### config.mk
export PLATFORM = sky130hd
export DESIGN_NAME = ufw_top
export DESIGN_NICKNAME = d
export VERILOG_FILES = /design/src/pkg/ufw_pkg.sv /design/src/pkg/ufw_wd_if.sv /design/src/verilog/ufw_top.sv /design/src/verilog/ufw_wdog.sv
export VERILOG_INCLUDE_DIRS = /design/src /design/src/pkg
export SDC_FILE = /design/constraint.sdc
export NUM_CORES = 1
export LEC_CHECK = 0
export ABC_AREA = 1
export BUFFER_PORTS_ARGS = -buffer_cell sky130_fd_sc_hd__buf_2
export CAP_MARGIN = 20
export CELL_PAD_IN_SITES_DETAIL_PLACEMENT = 1
export CELL_PAD_IN_SITES_GLOBAL_PLACEMENT = 2
export CORE_MARGIN = 1
export CORE_UTILIZATION = 32
export DETAILED_ROUTE_END_ITERATION = 8
export GPL_TIMING_DRIVEN = 0
export PLACE_DENSITY_LB_ADDON = 0.15
export RECOVER_POWER = 25
export SLEW_MARGIN = 10
export SYNTH_ARGS = -nofsm -noshare
export SYNTH_HDL_FRONTEND = slang
export SYNTH_SLANG_ARGS = --single-unit
### constraint.sdc
create_clock -name CLOCK_I -period 2.1 [get_ports CLOCK_I]
set_input_delay 0.21 -clock CLOCK_I [delete_from_list [all_inputs] [get_ports CLOCK_I]]
set_output_delay 0.21 -clock CLOCK_I [all_outputs]
set_load 0.01 [all_outputs]
### src/pkg/ufw_consts.svh
// Notes on behaviour
// - Timer failover needs enable and failover mode
// - Only count one-to-zero decrement triggers failover
// - Nonzero count decrements once per microsecond
// - Count stops and holds at zero
// - Zero count triggers nothing until reloaded
// - Software write replaces count immediately
// - Hot reset neither clears nor pauses count
// - New upstream port is the unselected one
// - Count range exceeds one hour
// - Failover: detect, link down, flush, switch, retrain
// - Each failover sets sticky upstream changed flag
// - Same kind dropped while busy, other kind queued
`ifndef UFW_CONSTS_SVH
`define UFW_CONSTS_SVH

`define UFW_ADDR_W        8
`define UFW_DATA_W        32
`define UFW_COUNT_W       32
`define UFW_OFF_CTRL      8'h00
`define UFW_OFF_WDOG      8'h04
`define UFW_OFF_STAT      8'h08
`define UFW_OFF_IRQS      8'h0c
`define UFW_OFF_IRQM      8'h10
`define UFW_OFF_FOCNT     8'h14
`define UFW_CTRL_TFEN     0
`define UFW_STAT_MODE     0
`define UFW_STAT_PORT     1
`define UFW_STAT_CHANGED  2
`define UFW_STAT_BUSY     3
`define UFW_STAT_CAUSE    4
`define UFW_STAT_TPEND    5
`define UFW_STAT_EPEND    6
`define UFW_IRQ_W         3
`define UFW_IRQ_EXPIRE    0
`define UFW_IRQ_START     1
`define UFW_IRQ_DONE      2
`define UFW_FOCNT_W       16
`define UFW_CLK_PERIOD_NS 25
`define UFW_TICK_NS       1000
`define UFW_TICK_CYC      (`UFW_TICK_NS / `UFW_CLK_PERIOD_NS)
`define UFW_PRESC_W       6
`define UFW_FLUSH_CYC     4
`define UFW_FLUSH_W       3

`endif

### src/pkg/ufw_pkg.sv
`include "ufw_consts.svh"

package ufw_pkg;

  typedef enum logic [1:0] {
    UFW_IDLE   = 2'b00,
    UFW_DETECT = 2'b01,
    UFW_SWITCH = 2'b10,
    UFW_TRAIN  = 2'b11
  } ufw_fsm_t;

  typedef enum logic {
    UFW_KIND_TIMER = 1'b0,
    UFW_KIND_EXT   = 1'b1
  } ufw_kind_t;

  typedef struct packed {
    logic [`UFW_PRESC_W-1:0] presc;
    logic [`UFW_COUNT_W-1:0] count;
    logic                    expire;
  } ufw_wd_state_t;

  typedef struct packed {
    logic                    strap_done;
    logic                    fo_mode;
    logic                    cur_port;
    logic                    tfen;
    logic                    changed;
    logic [`UFW_IRQ_W-1:0]   irq_sts;
    logic [`UFW_IRQ_W-1:0]   irq_msk;
    ufw_fsm_t                fsm;
    ufw_kind_t               kind;
    logic                    target;
    logic [`UFW_FLUSH_W-1:0] flush_cnt;
    logic                    tpend;
    logic                    epend;
    logic                    eport;
    logic [`UFW_FOCNT_W-1:0] fo_cnt;
    logic [`UFW_DATA_W-1:0]  rdata;
    logic                    irq;
  } ufw_state_t;

endpackage : ufw_pkg

### src/pkg/ufw_wd_if.sv
`timescale 1ns/1ps
`include "ufw_consts.svh"

interface ufw_wd_if;
  logic                   load;
  logic [`UFW_COUNT_W-1:0] load_val;
  logic [`UFW_COUNT_W-1:0] count;
  logic                   expire;

  modport ctl (output load, output load_val, input count, input expire);
  modport wd  (input load, input load_val, output count, output expire);
endinterface : ufw_wd_if

### src/verilog/ufw_top.sv
// Decided for this implementation: the plain strobed port and the register addresses.
`timescale 1ns/1ps
`include "ufw_consts.svh"

module ufw_top (
  input  wire logic                   CLOCK_I,          // Core clock
  input  wire logic                   RST_I,            // Fundamental reset
  input  wire logic                   HOT_RESET_I,      // Hot reset level
  input  wire logic                   MODE_FAILOVER_I,  // Strap: failover mode
  input  wire logic                   MODE_PORT2_I,     // Strap: start on port 2
  input  wire logic [`UFW_ADDR_W-1:0] ADDR_I,           // Register address
  input  wire logic [`UFW_DATA_W-1:0] WDATA_I,          // Register write data
  input  wire logic                   WR_I,             // Write strobe
  input  wire logic                   RD_I,             // Read strobe
  output logic      [`UFW_DATA_W-1:0] RDATA_O,          // Read data, next cycle
  output logic                        IRQ_O,            // Interrupt level
  input  wire logic                   EXT_REQ_I,        // Other-kind failover pulse
  input  wire logic                   EXT_PORT_I,       // Port asked by EXT_REQ_I
  input  wire logic                   LINK_UP_I,        // Upstream link trained
  output logic                        LTSSM_DETECT_O,   // Force LTSSM to Detect
  output logic                        DL_DOWN_O,        // Force data link down
  output logic                        FLUSH_O,          // Discard queue and replay
  output logic                        LANE_SEL_O,       // Lane mux: 0 port 0, 1 port 2
  output logic                        RETRAIN_O,        // Start link training
  output logic                        FAILOVER_BUSY_O   // Failover in progress
);

  ufw_pkg::ufw_state_t s_q;
  ufw_pkg::ufw_state_t s_d;

  ufw_wd_if wd_if ();

  ufw_wdog u_wdog (
    .clk_i (CLOCK_I),
    .rst_i (RST_I),
    .wd    (wd_if.wd)
  );

  ////////////////////////////////////////////////////////////////////////////
  // Bus decode

  logic wr_ctrl;
  logic wr_wdog;
  logic wr_stat;
  logic wr_irqm;
  logic rd_irqs;

  assign wr_ctrl = WR_I && (ADDR_I == `UFW_OFF_CTRL);
  assign wr_wdog = WR_I && (ADDR_I == `UFW_OFF_WDOG);
  assign wr_stat = WR_I && (ADDR_I == `UFW_OFF_STAT);
  assign wr_irqm = WR_I && (ADDR_I == `UFW_OFF_IRQM);
  assign rd_irqs = RD_I && (ADDR_I == `UFW_OFF_IRQS);

  // A write replaces the running count in the same edge
  assign wd_if.load     = wr_wdog;
  assign wd_if.load_val = WDATA_I;

  ////////////////////////////////////////////////////////////////////////////
  // Request arbitration

  logic                  timer_req;
  logic                  ext_req;
  logic                  busy;
  logic                  start_t;
  logic                  start_e;
  logic                  start_e_port;
  logic                  from_tpend;
  logic                  from_epend;
  logic                  done_ev;
  logic [`UFW_IRQ_W-1:0] irq_ev;

  // Count expiry only counts when enabled and strapped for failover
  assign timer_req = wd_if.expire && s_q.tfen && s_q.fo_mode;
  assign ext_req   = EXT_REQ_I && s_q.fo_mode;
  assign busy      = (s_q.fsm != ufw_pkg::UFW_IDLE);

  always_comb begin
    start_t      = 1'b0;
    start_e      = 1'b0;
    start_e_port = 1'b0;
    from_tpend   = 1'b0;
    from_epend   = 1'b0;
    if (!busy) begin
      if (s_q.epend) begin
        from_epend   = 1'b1;
        start_e      = (s_q.eport != s_q.cur_port);
        start_e_port = s_q.eport;
      end else if (s_q.tpend) begin
        from_tpend = 1'b1;
        start_t    = 1'b1;
      end else if (timer_req) begin
        start_t = 1'b1;
      end else if (ext_req) begin
        start_e      = (EXT_PORT_I != s_q.cur_port);
        start_e_port = EXT_PORT_I;
      end
    end
  end

  assign done_ev = (s_q.fsm == ufw_pkg::UFW_TRAIN) && LINK_UP_I;

  always_comb begin
    irq_ev                  = '0;
    irq_ev[`UFW_IRQ_EXPIRE] = wd_if.expire;
    irq_ev[`UFW_IRQ_START]  = start_t || start_e;
    irq_ev[`UFW_IRQ_DONE]   = done_ev;
  end

  ////////////////////////////////////////////////////////////////////////////
  // Next state

  always_comb begin
    s_d       = s_q;
    s_d.rdata = '0;

    // Straps are caught on the first edge after reset release
    if (!s_q.strap_done) begin
      s_d.strap_done = 1'b1;
      s_d.fo_mode    = MODE_FAILOVER_I;
      s_d.cur_port   = MODE_PORT2_I;
    end

    if (wr_ctrl) begin
      s_d.tfen = WDATA_I[`UFW_CTRL_TFEN];
    end
    if (wr_irqm) begin
      s_d.irq_msk = WDATA_I[`UFW_IRQ_W-1:0];
    end
    if (wr_stat && WDATA_I[`UFW_STAT_CHANGED]) begin
      s_d.changed = 1'b0;
    end

    // Pending queue: a kind already active or pending is dropped
    if (from_tpend) begin
      s_d.tpend = 1'b0;
    end
    if (from_epend) begin
      s_d.epend = 1'b0;
    end
    if (timer_req && !(start_t && !from_tpend)) begin
      if (!(busy && (s_q.kind == ufw_pkg::UFW_KIND_TIMER)) && !from_tpend) begin
        s_d.tpend = 1'b1;
      end
    end
    if (ext_req && !(start_e && !from_epend)) begin
      if (!(busy && (s_q.kind == ufw_pkg::UFW_KIND_EXT)) && !s_q.epend) begin
        s_d.epend = 1'b1;
        s_d.eport = EXT_PORT_I;
      end
    end

    case (s_q.fsm)
      ufw_pkg::UFW_IDLE: begin
        s_d.flush_cnt = '0;
        if (start_t) begin
          s_d.fsm    = ufw_pkg::UFW_DETECT;
          s_d.kind   = ufw_pkg::UFW_KIND_TIMER;
          s_d.target = !s_q.cur_port;
        end else if (start_e) begin
          s_d.fsm    = ufw_pkg::UFW_DETECT;
          s_d.kind   = ufw_pkg::UFW_KIND_EXT;
          s_d.target = start_e_port;
        end
      end
      ufw_pkg::UFW_DETECT: begin
        // Link held down while queued and replay data drain away
        if (s_q.flush_cnt == `UFW_FLUSH_W'(`UFW_FLUSH_CYC - 1)) begin
          s_d.fsm = ufw_pkg::UFW_SWITCH;
        end else begin
          s_d.flush_cnt = s_q.flush_cnt + `UFW_FLUSH_W'(1);
        end
      end
      ufw_pkg::UFW_SWITCH: begin
        s_d.cur_port = s_q.target;
        s_d.changed  = 1'b1;
        s_d.fo_cnt   = s_q.fo_cnt + `UFW_FOCNT_W'(1);
        s_d.fsm      = ufw_pkg::UFW_TRAIN;
      end
      ufw_pkg::UFW_TRAIN: begin
        if (LINK_UP_I) begin
          s_d.fsm = ufw_pkg::UFW_IDLE;
        end
      end
      default: begin
        s_d.fsm = ufw_pkg::UFW_IDLE;
      end
    endcase

    // Interrupt status: read clears, a new event in the same cycle wins
    if (rd_irqs || HOT_RESET_I) begin
      s_d.irq_sts = irq_ev;
    end else begin
      s_d.irq_sts = s_q.irq_sts | irq_ev;
    end
    if (HOT_RESET_I) begin
      s_d.irq_msk = '0;
    end
    s_d.irq = |(s_d.irq_sts & s_d.irq_msk);

    // Read data stands in the cycle after the strobe
    if (RD_I) begin
      case (ADDR_I)
        `UFW_OFF_CTRL: begin
          s_d.rdata[`UFW_CTRL_TFEN] = s_q.tfen;
        end
        `UFW_OFF_WDOG: begin
          s_d.rdata = wd_if.count;
        end
        `UFW_OFF_STAT: begin
          s_d.rdata[`UFW_STAT_MODE]    = s_q.fo_mode;
          s_d.rdata[`UFW_STAT_PORT]    = s_q.cur_port;
          s_d.rdata[`UFW_STAT_CHANGED] = s_q.changed;
          s_d.rdata[`UFW_STAT_BUSY]    = busy;
          s_d.rdata[`UFW_STAT_CAUSE]   = s_q.kind;
          s_d.rdata[`UFW_STAT_TPEND]   = s_q.tpend;
          s_d.rdata[`UFW_STAT_EPEND]   = s_q.epend;
        end
        `UFW_OFF_IRQS: begin
          s_d.rdata[`UFW_IRQ_W-1:0] = s_q.irq_sts;
        end
        `UFW_OFF_IRQM: begin
          s_d.rdata[`UFW_IRQ_W-1:0] = s_q.irq_msk;
        end
        `UFW_OFF_FOCNT: begin
          s_d.rdata[`UFW_FOCNT_W-1:0] = s_q.fo_cnt;
        end
        default: begin
          s_d.rdata = '0;
        end
      endcase
    end
  end

  ////////////////////////////////////////////////////////////////////////////
  // State register

  // Hot reset leaves this register alone except as coded above
  always_ff @(posedge CLOCK_I) begin
    if (RST_I) begin
      s_q <= '0;
    end else begin
      s_q <= s_d;
    end
  end

  ////////////////////////////////////////////////////////////////////////////
  // Outputs

  assign RDATA_O         = s_q.rdata;
  assign IRQ_O           = s_q.irq;
  assign LANE_SEL_O      = s_q.cur_port;
  assign FAILOVER_BUSY_O = busy;
  assign LTSSM_DETECT_O  = (s_q.fsm == ufw_pkg::UFW_DETECT) ||
                           (s_q.fsm == ufw_pkg::UFW_SWITCH);
  assign DL_DOWN_O       = (s_q.fsm == ufw_pkg::UFW_DETECT) ||
                           (s_q.fsm == ufw_pkg::UFW_SWITCH);
  assign FLUSH_O         = (s_q.fsm == ufw_pkg::UFW_DETECT);
  assign RETRAIN_O       = (s_q.fsm == ufw_pkg::UFW_TRAIN);

endmodule : ufw_top

### src/verilog/ufw_wdog.sv
`timescale 1ns/1ps
`include "ufw_consts.svh"

module ufw_wdog (
  input  wire logic clk_i,  // Core clock
  input  wire logic rst_i,  // Fundamental reset, sync, high
  ufw_wd_if.wd      wd      // Load port and count status
);

  ufw_pkg::ufw_wd_state_t s_q;
  ufw_pkg::ufw_wd_state_t s_d;
  logic                   tick;

  ////////////////////////////////////////////////////////////////////////////
  // Microsecond prescaler and count

  always_comb begin
    s_d        = s_q;
    s_d.expire = 1'b0;
    tick       = (s_q.presc == `UFW_PRESC_W'(`UFW_TICK_CYC - 1));
    if (tick) begin
      s_d.presc = '0;
    end else begin
      s_d.presc = s_q.presc + `UFW_PRESC_W'(1);
    end
    if (wd.load) begin
      s_d.count = wd.load_val;
    end else if (tick && (s_q.count != '0)) begin
      s_d.count = s_q.count - `UFW_COUNT_W'(1);
      if (s_q.count == `UFW_COUNT_W'(1)) begin
        s_d.expire = 1'b1;
      end
    end
  end

  // Hot reset is not an input here, so the count runs through it
  always_ff @(posedge clk_i) begin
    if (rst_i) begin
      s_q <= '0;
    end else begin
      s_q <= s_d;
    end
  end

  assign wd.count  = s_q.count;
  assign wd.expire = s_q.expire;

endmodule : ufw_wdog
* Word level (Yosys, flattened, before mapping) *
Index checks and enable logic that the tools add are counted.

storage, ports and cells
  bits of input ports = 50
  logic and storage cells = 142
  output and inout port bits = 39
  bits in registers = 109

operators by class
  bitwise operators = 6
  eq/ne operators = 18
  $add $sub $neg = 4
  multiplexer cells = 46
  reduce and logical (&&, ||, !) cells = 47

operators by type and width
  operator                 count
  $mux W33                 1
  $eq A32 B1 Y1 const B    1
  $mux W32                 1
  $reduce_bool A32 Y1      1
  $sub A32 B1 Y32 const B  1
  $mux W1                  28
  $logic_and A1 B1 Y1      19
  $pmux W9 S2              1
  $add A16 B1 Y16 const B  1
  $eq A8 B4 Y1 const B     2
  $eq A8 B5 Y1 const B     2
  $mux W3                  4
  $pmux W4 S3              1
  $pmux W2 S5              1
  $reduce_bool A2 Y1       5
  $reduce_or A3 Y1         3
  $eq A8 B3 Y1 const B     1
  $logic_not A1 Y1         8
  $logic_not A8 Y1         1
  $mux W2                  4
  $mux W4                  2
  $pmux W2 S4              1
  $add A6 B1 Y6 const B    1
  $eq A6 B6 Y1 const B     1
  18 further kinds         30

* Longest topological paths before layout *
Gate-level depths: netlist of run 1.

  word-level depth = 11
  gate-level depth with buffers = 13
  mapped depth without buffers = 12

* By module *
Synthesis of run 1 repeated with hierarchy kept, for this count alone.

second synthesis, totals
  cells, all modules = 974
  area total of the unflattened synthesis = 6473.7 µm²

by module, submodules not included
  module    times used  sequential area each (µm²)  area each (µm²)  cells an instance
  ufw_top   1           1401.3                      3343.2           469
  ufw_wdog  1           780.7                       3130.5           505

* Least setup slack after synthesis of run 1 *
No wires, ideal clock.

  path type = flip-flop to flip-flop
  start = register s_q[57] (netlist name)
  end = register s_q[47] (netlist name)
  cell stages (with the launch flop) = 12
  setup time = 0.141 ns
  data arrival time = 1.554 ns
  period minus slack after synthesis = 1.695 ns
  slack = 0.405 ns
  required time = 1.959 ns
  path buffers = 0
  path through = dfxtp_1 inv_1 ha_1 nand2_1 nor2_1 nand2_1 nor2_1 nand2_1 nor2_2 nand3_1 nor3_1 nor3_1

on the way
  longest elaborated chain between the ends = 1

ends and longest elaborated chain
  item                      RTL line        source
  start: declaration        ufw_top.sv:28   ufw_pkg::ufw_state_t s_q;
  start signal: assignment  ufw_top.sv:240  s_q <= '0;
  start signal: assignment  ufw_top.sv:242  s_q <= s_d;
  $eq A2 B2 Y1              ufw_top.sv:152  case (s_q.fsm)

Every way passes these cells.
A chain may end at the register's enable or synchronous reset.

* Final worst setup path of run 1 *
  start = register u_wdog.s_q (netlist bit u_wdog.wd.count[16])
  end = register u_wdog.s_q (netlist bit u_wdog.wd.count[31])

on the way
  longest elaborated chain between the ends = 3
  elaborated cells between the ends (all ways) = 6
  those cells by class = add/sub: 1; mux: 2; reduce/logical: 3

ends and longest elaborated chain
  item                                                           RTL line                        source
  start: declaration                                             ufw_wdog.sv:10                  ufw_pkg::ufw_wd_state_t s_q;
  start signal: assignment                                       ufw_wdog.sv:39                  s_q <= '0;
  start signal: assignment                                       ufw_wdog.sv:41                  s_q <= s_d;
  $sub A32 B1 Y32 / $reduce_bool A32 Y1 (equally long branches)  ufw_wdog.sv:29, ufw_wdog.sv:28
  $mux W33 / $logic_and A1 B1 Y1 (equally long branches)         ufw_wdog.sv:28                  end else if (tick && (s_q.count != '0)) begin
  $mux W32 / $reduce_bool A2 Y1 (equally long branches)          -

Parallel ways exist; a longest one is shown, timed or not. The select of a mux whose other input is x is not followed.

==> flow_summary.yaml, run 1 <==
logic_synthesis:
  ys_ff_latch: 109
  yosysSeqAreaShare: 0.367
  yosysMostFrequentCell: "nand2_1"
  synth_warnings: 0
  synthTopCellsByArea: "dfxtp_1, nand2_1, inv_1, nor2_1, nand3_1"
  synth_nets: 932
  synth_edf_count: 0
  ys.flop_type: "dfxtp_1"
  synth.avg_cell_area_um2: 6.83
  async_flop_share: 0
  syn-cell-area_mm2: 0.00595
  synth_cell_type_count: 39
  synth_top_area_cell: "dfxtp_1"
  synth.top_cell.area_share: 0.367
  synth_common_cells: "nand2_1, inv_1, nor2_1, dfxtp_1, nand3_1"
  synthCells: 872
setup_path:
  crit_slowest_cell: "dfxtp_1"
  r2r.worst_path.cells: 9
  cp_top_family: "simple AND/OR/NAND/NOR gates"
  worstPathRequired_ps: 2320
  path_cells: "nor2_1 -> nand2_1 -> nor2_1 -> nand2_1 -> o21ai_4 -> nor2_4 -> clkbuf_4 -> nand3_1 -> a21oi_2"
  reg2reg_slack_ps: 110
  cp_slowest_stage_delay_ps: 340
  cp_num_buf_inv: 1
  reg2reg_from: "u_wdog.wd.count[16]"
  timing.rr.end: "u_wdog.wd.count[31]"
  critical_path_class: "flop to flop"
  crit_fanout: 10
  arrival_ps: 2210
  crit_cells: 9
  end_kind: "flop"
  cp-start-kind: "flop"
clock_network:
  numClockSinks: 109
  cts_buffer_depth: 2
  clk_latency_ps: 360
  clk_pin_slew_ps: 80
  cts_root_buffer: "clkbuf_16"
  numCtsBuffers: 9
  cts_tree: "built"
  ctsHtreeMaxLevel: 3
  ctsHoldBuffers: 0
drt:
  ant_nets: 0
  drc: 10
  drt_iter0_drc: 213
  wl_per_cell_um: 15.5
  drt-vias-per-instance: 4.71
  dr.pass1.iters: 6
  drt-total-wl_um: 18700
  vias: 5674
floorplanning:
  coreArea_mm2: 0.0181
  initial_core_util: 0.329
  io_pins: 89
  fp.dieH_um: 138
  die-area_mm2: 0.0192
  row_count: 49
  dieWidth_um: 138
global_routing:
  grt_max_degree: 18
  grtUsageMet1: 0.249
  grt_pass1_wl_um: 30100
  gr-usage-met3: 0.0270
  antenna_found_initial: 0
  overflow: 0
  first_global_vias: 5699
  grtUsageMet2: 0.368
  grtUsageTotal: 0.201
  grt.busiest_layer: "met2"
placed_design:
  dp_hpwl_um: 14600
  gp_congestion: 0.833
  io_buffers: 88
  dp_cells: 1189
  post-place-ws_ps: 32.5
status:
  violations: "DRC"
  outcome: "complete, but fails checks"
power:
  clock_power_share: 0.428
  p_switching_uw: 1130
  seq_power_share: 0.479
  peakVddDrop_v: 0.000395
  pwr_density_cell_mw_per_mm2: 637
  comb_power_share: 0.093
  internal-power_uw: 3330
  swShare: 0.253
  leakage_uw: 0.00324
  p_total_uw: 4460
worst_hold_path:
  hold_path_class: "input port to flop"
  hold_path_end: "s_q[61]"
  hold_depth: 4
  min_from: "HOT_RESET_I"
cells_and_area:
  fillCellCount: 2384
  n_antenna_cell: 0
  finalNonFillerCells: 1204
  drive_above_1_share: 0.164
  finalNetCount: 1031
  area_growth_pct: 17.7
timing:
  slew_headroom: 0.354
  min_period_ps: 1990
  hold_viol_final: 0
  max_slew.worst_pin.slew_ps: 969
  fin_worst_skew_ps: 7.06
  fin_ws_ps: 113
  rsz0062_at_grt: "false"
  slew_viol_final: 0
  period_share: 0.946
  clock.fmax_mhz: 503
  timing.setup.tns_ps: 0
  setup_viol: 0
  fin_hold_ws_ps: 135
run:
  maxCapViolCount: 0
[worst reg2reg max path: stages (launching register included)]
cell and delay, ps:
dfxtp_1 340, nor2_1 260, nand2_1 150, nor2_1 100
nand2_1 190, o21ai_4 290, nor2_4 100, clkbuf_4 210
nand3_1 130, a21oi_2 60
[worst max path at each step]
stage	to	slack [ps]	startpoint
2_1_floorplan	s_q[47]	410	s_q[57]
3_3_place_gp	u_wdog.wd.count[20]	60	u_wdog.wd.count[1]
3_5_place_dp	u_wdog.wd.count[31]	30	u_wdog.wd.count[0]
4_1_cts	u_wdog.wd.count[31]	20	u_wdog.wd.count[0]
5_1_grt	u_wdog.wd.count[7]	0.2	u_wdog.wd.count[0]
6_report	u_wdog.wd.count[31]	110	u_wdog.wd.count[16]
[routing by layer]
metal | wire length [um] | part of all wire
met2 | 9500 | 0.51
met5 | 0 | 0
met1 | 8480 | 0.45
met3 | 545 | 0.029
met4 | 192 | 0.010
[through the flow]
stage | utilization | cell area, um2
after floorplan | - | 5950
after global placement | 0.369 | 6680
after detailed placement | 0.369 | 6680
after CTS | 0.387 | 7000
after global routing | 0.387 | 7000
final | 0.387 | 7000
[placed cells by master (no fill, tap or decap), drive strengths merged, types with 9 or more instances in the layout]
| cell type | instances |
|---|---|
| nand2 | 182 |
| buf | 100 |
| clkbuf | 53 |
| nand3 | 95 |
| o22ai | 9 |
| inv | 136 |
| xor2 | 23 |
| ha | 10 |
| o21ai | 32 |
| dfxtp | 109 |
| nor3 | 16 |
| nor2 | 134 |
| a21oi | 36 |
[power groups by stage]
| stage | registers, uW | logic, uW | clock network, uW |
|---|---|---|---|
| after floorplan | 2180 | 247 | 0 |
| after detailed placement | 2190 | 419 | 0 |
| after global routing | 2140 | 473 | 2030 |
| after CTS | 2140 | 421 | 1950 |
| final | 2140 | 414 | 1910 |
| after global placement | 2190 | 415 | 0 |
[layout make-up]
cell class                      instances  area, um2  share of cell area
Sequential cell                       109       2180               0.312
Inverter                              135        508              0.0725
Multi-Input combinational cell        573       2920               0.417
Timing Repair Buffer                   88        399              0.0570
Tap cell                              229        287              0.0409
Clock buffer                           10        239              0.0341
Buffer                                 55        387              0.0552
Clock inverter                          5       82.6              0.0118
[flip-flops by register name, indices dropped and copies added, names as in the netlist]
signal,flops
s_q,36
RDATA_O,32
u_wdog.wd.count,32
u_wdog.s_q,6
IRQ_O,1
LANE_SEL_O,1
u_wdog.wd.expire,1
[kinds of logic after synthesis]
group,share of synthesized area
adder cells (fa/ha/maj),0.0210
AND/OR/NAND/NOR,0.330
buffers and inverters,0.150
AO/OA/AOI/OAI,0.0960
flip-flops,0.367
XOR/XNOR,0.0368
[what timing repair did]
| action | in CTS | in global routing |
|---|---|---|
| endpoints found under the setup margin | 0 | 21 |
| resized for setup | 0 | 14 |
| buffers inserted | 0 | 0 |
Note: power is estimated with default switching activity, not from simulation.
==> inputs of run 2 (changes only) <==
- ABC_AREA: 1 -> not set
- CORE_UTILIZATION: 32 -> 34
==> flow_summary.yaml, run 2 <==
status:
  outcome: "complete, but fails checks"
  violations: "setup timing"
clock_network:
  ctsHtreeMaxLevel: 3
  numClockSinks: 109
  cts_buffer_depth: 2
  clk_latency_ps: 360
  ctsHoldBuffers: 0
  numCtsBuffers: 9
  cts_tree: "built"
  clk_pin_slew_ps: 80
  cts_root_buffer: "clkbuf_16"
global_routing:
  antenna_found_initial: 0
  grt_max_degree: 21
  overflow: 0
  grtUsageTotal: 0.236
  first_global_vias: 5372
  grt_pass1_wl_um: 29900
timing:
  clock.fmax_mhz: 437
  slew_viol_final: 0
  fin_ws_ps: -190
  min_period_ps: 2290
  slew_headroom: 0.370
  period_share: 1.09
  hold_viol_final: 0
  setup_viol: 32
  timing.setup.tns_ps: -3790
  fin_worst_skew_ps: 10.1
  max_slew.worst_pin.slew_ps: 940
  rsz0062_at_grt: "true"
logic_synthesis:
  synth_warnings: 0
  yosysSeqAreaShare: 0.393
  synthTopCellsByArea: "dfxtp_1, nor2_1, buf_4, a311oi_1, and3_1"
  synth_edf_count: 0
  synth_cell_type_count: 68
  ys_ff_latch: 109
  synth_common_cells: "dfxtp_1, nor2_1, buf_4, clkbuf_1, nor3_1"
  syn-cell-area_mm2: 0.00555
  async_flop_share: 0
  synth.avg_cell_area_um2: 8.85
  synthCells: 627
  synth_nets: 687
  synth.top_cell.area_share: 0.393
  synth_top_area_cell: "dfxtp_1"
  ys.flop_type: "dfxtp_1"
  yosysMostFrequentCell: "dfxtp_1"
floorplanning:
  coreArea_mm2: 0.0159
  fp.dieH_um: 130
  io_pins: 89
  initial_core_util: 0.349
  die-area_mm2: 0.0168
  row_count: 46
  dieWidth_um: 130
placed_design:
  gp_congestion: 0.868
  dp_hpwl_um: 13900
  io_buffers: 88
  dpl_cell_area_mm2: 0.00628
drt:
  drt_iter0_drc: 331
  ant_nets: 0
  drt-total-wl_um: 19700
  wl_per_cell_um: 20.3
  vias: 5426
  dr.pass1.iters: 5
  drt-vias-per-instance: 5.59
  drc: 0
setup_path:
  path_cells: "or4_4 -> and4bb_4 -> and4_4 -> buf_12 -> clkbuf_16 -> o31ai_2 -> a311oi_1"
  cp_slowest_stage_delay_ps: 530
  cp-start-kind: "flop"
  cp_top_family: "simple AND/OR/NAND/NOR gates"
  critical_path_class: "flop to flop"
  reg2reg_slack_ps: -190
  arrival_ps: 2550
  r2r.worst_path.cells: 7
  end_kind: "flop"
  reg2reg_from: "u_wdog.wd.count[21]"
  crit_fanout: 8
  crit_cells: 7
  worstPathRequired_ps: 2360
  cp_num_buf_inv: 2
  cp-startpoint: "u_wdog.wd.count[21]"
  crit_slowest_cell: "or4_4"
cells_and_area:
  mostFrequentLayoutCells: "dfxtp_1, nor2_1, buf_2, buf_4, clkbuf_1"
  fin_area_mm2: 0.00722
  finalNetCount: 810
  post-route-util: 0.454
  drive_above_1_share: 0.322
  area_growth_pct: 30.1
  largest_reg_flops: 36
  n_antenna_cell: 0
  fillCellCount: 1907
  layout_commonest_cell: "dfxtp_1"
  regMostFlops: "s_q"
worst_hold_path:
  min_from: "MODE_FAILOVER_I"
  hold_depth: 3
  hold_path_class: "input port to flop"
power:
  pwr_density_cell_mw_per_mm2: 621
  peakVddDrop_v: 0.000390
  p_total_uw: 4480
  leakage_uw: 0.00286
run:
  maxCapViolCount: 0
[run 2: changes by cell type after synthesis, sizes merged, moves of 13 or more]
cell and delta:
a21oi -23, inv -116, and3 +26, o31ai +14, nor4 +16, clkbuf +26
nor3 +13, nand3 -72, xor2 -14, o21ai -22, nor2 -60, or4 +19
a311oi +22, nand2 -158
[run 2: layout make-up]
cell class / count / area, um2 / share of cell area
inverter: 18 / 67.6 / 0.00936
buffer: 72 / 515 / 0.0714
clock buffer: 10 / 239 / 0.0331
multi-input combinational: 427 / 3210 / 0.444
sequential: 109 / 2210 / 0.306
timing repair buffer: 113 / 648 / 0.0898
tap: 216 / 270 / 0.0374
clock inverter: 6 / 61.3 / 0.00849
[run 2: cells by family after synthesis]
group / Yosys count / synth area share
buf+inv: 91 / 0.0983
fa+ha+maj: 10 / 0.0225
compound gates: 118 / 0.166
flops: 109 / 0.393
simple gates: 267 / 0.266
mux: 12 / 0.0221
xor+xnor: 20 / 0.0316
[run 2: metrics by stage]
stage                     worst slack, ps  hold WS, ps  cells
after detailed placement             -645          457    931
after global placement               -632          444    931
after CTS                            -145         74.7    964
after floorplan                     -23.5          289    627
final                                -190         78.1    971
after global routing                 -276         88.0    971
[run 2: path summary, 6_finish.rpt]
kind / endpoint
worst max-delay path: u_wdog.wd.count[6]
worst min-delay path: s_q[68]
worst max register to register: u_wdog.wd.count[6]
worst min register to register: u_wdog.s_q[33]
[run 2: worst min-delay path, stage by stage]
cell and delay [ps]:
buf_2 80, mux2i_1 50, nor2_1 70
[run 2: layer usage]
layer / vias to the layer above / GRT usage / part of all wire
li1: 2567 / - / -
met1: 2687 / 0.323 / 0.47
met2: 148 / 0.384 / 0.47
met3: 24 / 0.0275 / 0.046
met4: 0 / 0.0834 / 0.018
met5: - / 0 / 0
[run 2: what timing repair did]
item                       in CTS  in global routing
gates cloned                    0                  2
pin swaps                      28                 19
gates resized for setup        60                 58
buffers inserted               18                  5
setup endpoints to repair      56                 59
[run 2: power breakdown]
part | leakage (uW) | switching (uW) | internal [uW]
Clock | 0.000145 | 879 | 871
Sequential | 0.000888 | 39.0 | 2100
Combinational | 0.00183 | 353 | 243
==> inputs of run 3 (changes only) <==
- PLACE_DENSITY_LB_ADDON: 0.15 -> 0.1
==> flow_summary.yaml, run 3 (same netlist as run 2, synthesis figures left out) <==
status:
  outcome: "complete, but fails checks"
  violations: "setup timing"
clock_network:
  cts_root_buffer: "clkbuf_16"
  cts_buffer_depth: 2
  cts_tree: "built"
  clk_latency_ps: 370
  numCtsBuffers: 9
  ctsHtreeMaxLevel: 3
  numClockSinks: 109
  clk_pin_slew_ps: 80
timing:
  period_share: 1.12
  fin_worst_skew_ps: 12.1
  rsz0062_at_grt: "true"
  timing.setup.tns_ps: -3930
  min_period_ps: 2350
  setup_viol: 30
  slew_viol_final: 0
  slew_headroom: 0.370
  max_slew.worst_pin.slew_ps: 940
  fin_ws_ps: -254
  hold_viol_final: 0
  clock.fmax_mhz: 425
floorplanning:
  io_pins: 89
  dieWidth_um: 130
  die-area_mm2: 0.0168
  fp.dieH_um: 130
  initial_core_util: 0.349
  coreArea_mm2: 0.0159
  row_count: 46
global_routing:
  grt_max_degree: 20
  grt_pass1_wl_um: 30500
  overflow: 0
  first_global_vias: 5561
  antenna_found_initial: 0
  grtUsageTotal: 0.240
setup_path:
  arrival_ps: 2620
  worstPathRequired_ps: 2370
  reg2reg_from: "u_wdog.wd.count[3]"
  cp-startpoint: "u_wdog.wd.count[3]"
  timing.rr.end: "u_wdog.wd.count[19]"
  r2r.worst_path.cells: 7
  cp-start-kind: "flop"
  critical_path_class: "flop to flop"
  critical_path.endpoint: "u_wdog.wd.count[19]"
  crit_fanout: 6
  end_kind: "flop"
  reg2reg_slack_ps: -250
worst_hold_path:
  hold_path_class: "input port to flop"
  min_from: "MODE_FAILOVER_I"
drt:
  ant_nets: 0
  drc: 0
  vias: 5496
  drt-vias-per-instance: 5.60
  wl_per_cell_um: 20.3
  drt-total-wl_um: 20000
  drt_iter0_drc: 290
  dr.pass1.iters: 5
cells_and_area:
  mostFrequentLayoutCells: "dfxtp_1, nor2_1, buf_2, buf_4, clkbuf_1"
  largest_reg_flops: 36
  post-route-util: 0.465
  finalNetCount: 821
  layout_commonest_cell: "dfxtp_1"
  drive_above_1_share: 0.343
  area_growth_pct: 33.2
  fin_area_mm2: 0.00739
  regMostFlops: "s_q"
  n_antenna_cell: 0
  multi_input_area_mm2: 0.00324
  fillCellCount: 1896
  final-seq-area_mm2: 0.00223
power:
  peakVddDrop_v: 0.000348
  internal-power_uw: 3400
  comb_power_share: 0.128
  clock_power_share: 0.414
  seq_power_share: 0.458
  swShare: 0.269
  p_switching_uw: 1250
  leakage_uw: 0.00295
  pwr_density_cell_mw_per_mm2: 629
placed_design:
  gp_congestion: 0.834
  dp_hpwl_um: 14000
  dpl_cell_area_mm2: 0.00628
  io_buffers: 88
run:
  maxCapViolCount: 0
run 3: cell types whose count changed in the layout (fill, tap and decap cells not counted), moves of 4 or more:
cell and delta:
nand3_2 -5, buf_4 +10, dfxtp_1 -4, nand3_1 +4, dfxtp_4 +4
run 3: worst min path at each step:
stage | slack, ps | depth (start not counted) | end
CTS | 90 | 3 | s_q[68]
finish | 90 | 3 | s_q[68]
floorplan | 290 | 1 | s_q[59]
global placement | 440 | 1 | u_wdog.s_q[33]
global route | 130 | 3 | s_q[68]
detailed placement | 460 | 1 | u_wdog.s_q[33]
run 3: power groups by stage:
stage	clock network, uW	registers (uW)	logic, uW
2_1_floorplan	0	2180	311
3_3_place_gp	0	2190	503
3_5_place_dp	0	2190	516
4_1_cts	1970	2130	597
5_1_grt	2040	2140	649
6_report	1920	2130	597
run 3: worst max-delay path, stage by stage (launching register included):
cell      delay (ps)
dfxtp_4          350
or4_4            590
nor4_4           250
buf_6            180
buf_4            110
nand3_1           90
or4_1            430
a311oi_1         270
run 3: area by class of cell:
class	instances	share of cell area
Inverter	18	0.00914
Clock inverter	7	0.0146
Buffer	71	0.0697
Timing Repair Buffer	125	0.100
Tap cell	216	0.0366
Clock buffer	9	0.0305
Sequential cell	109	0.301
Multi-Input combinational cell	427	0.438
run 3: timing repair:
action | CTS | global route
setup endpoints to repair | 56 | 51
buffers inserted | 29 | 8
pin swaps | 42 | 29
gates resized for setup | 96 | 52
hold buffers | 0 | 0
cloned | 2 | 0
run 3: stage by stage:
stage	hold WS [ps]	setup WS (ps)	instances	power, uW
5_1_grt	135	-304	982	4830
4_1_cts	87.1	-203	977	4690
3_5_place_dp	460	-625	931	2700
2_1_floorplan	289	-23.5	627	2490
6_report	94.5	-254	982	4650
3_3_place_gp	445	-647	931	2690
run 3: layer usage:
metal | part of all wire | track usage | up-vias | wire [um]
li1 | - | - | 2595 | -
met1 | 0.46 | 0.323 | 2717 | 9230
met2 | 0.47 | 0.395 | 151 | 9380
met3 | 0.045 | 0.0291 | 33 | 889
met4 | 0.023 | 0.0896 | 0 | 464
met5 | 0 | 0 | - | 0
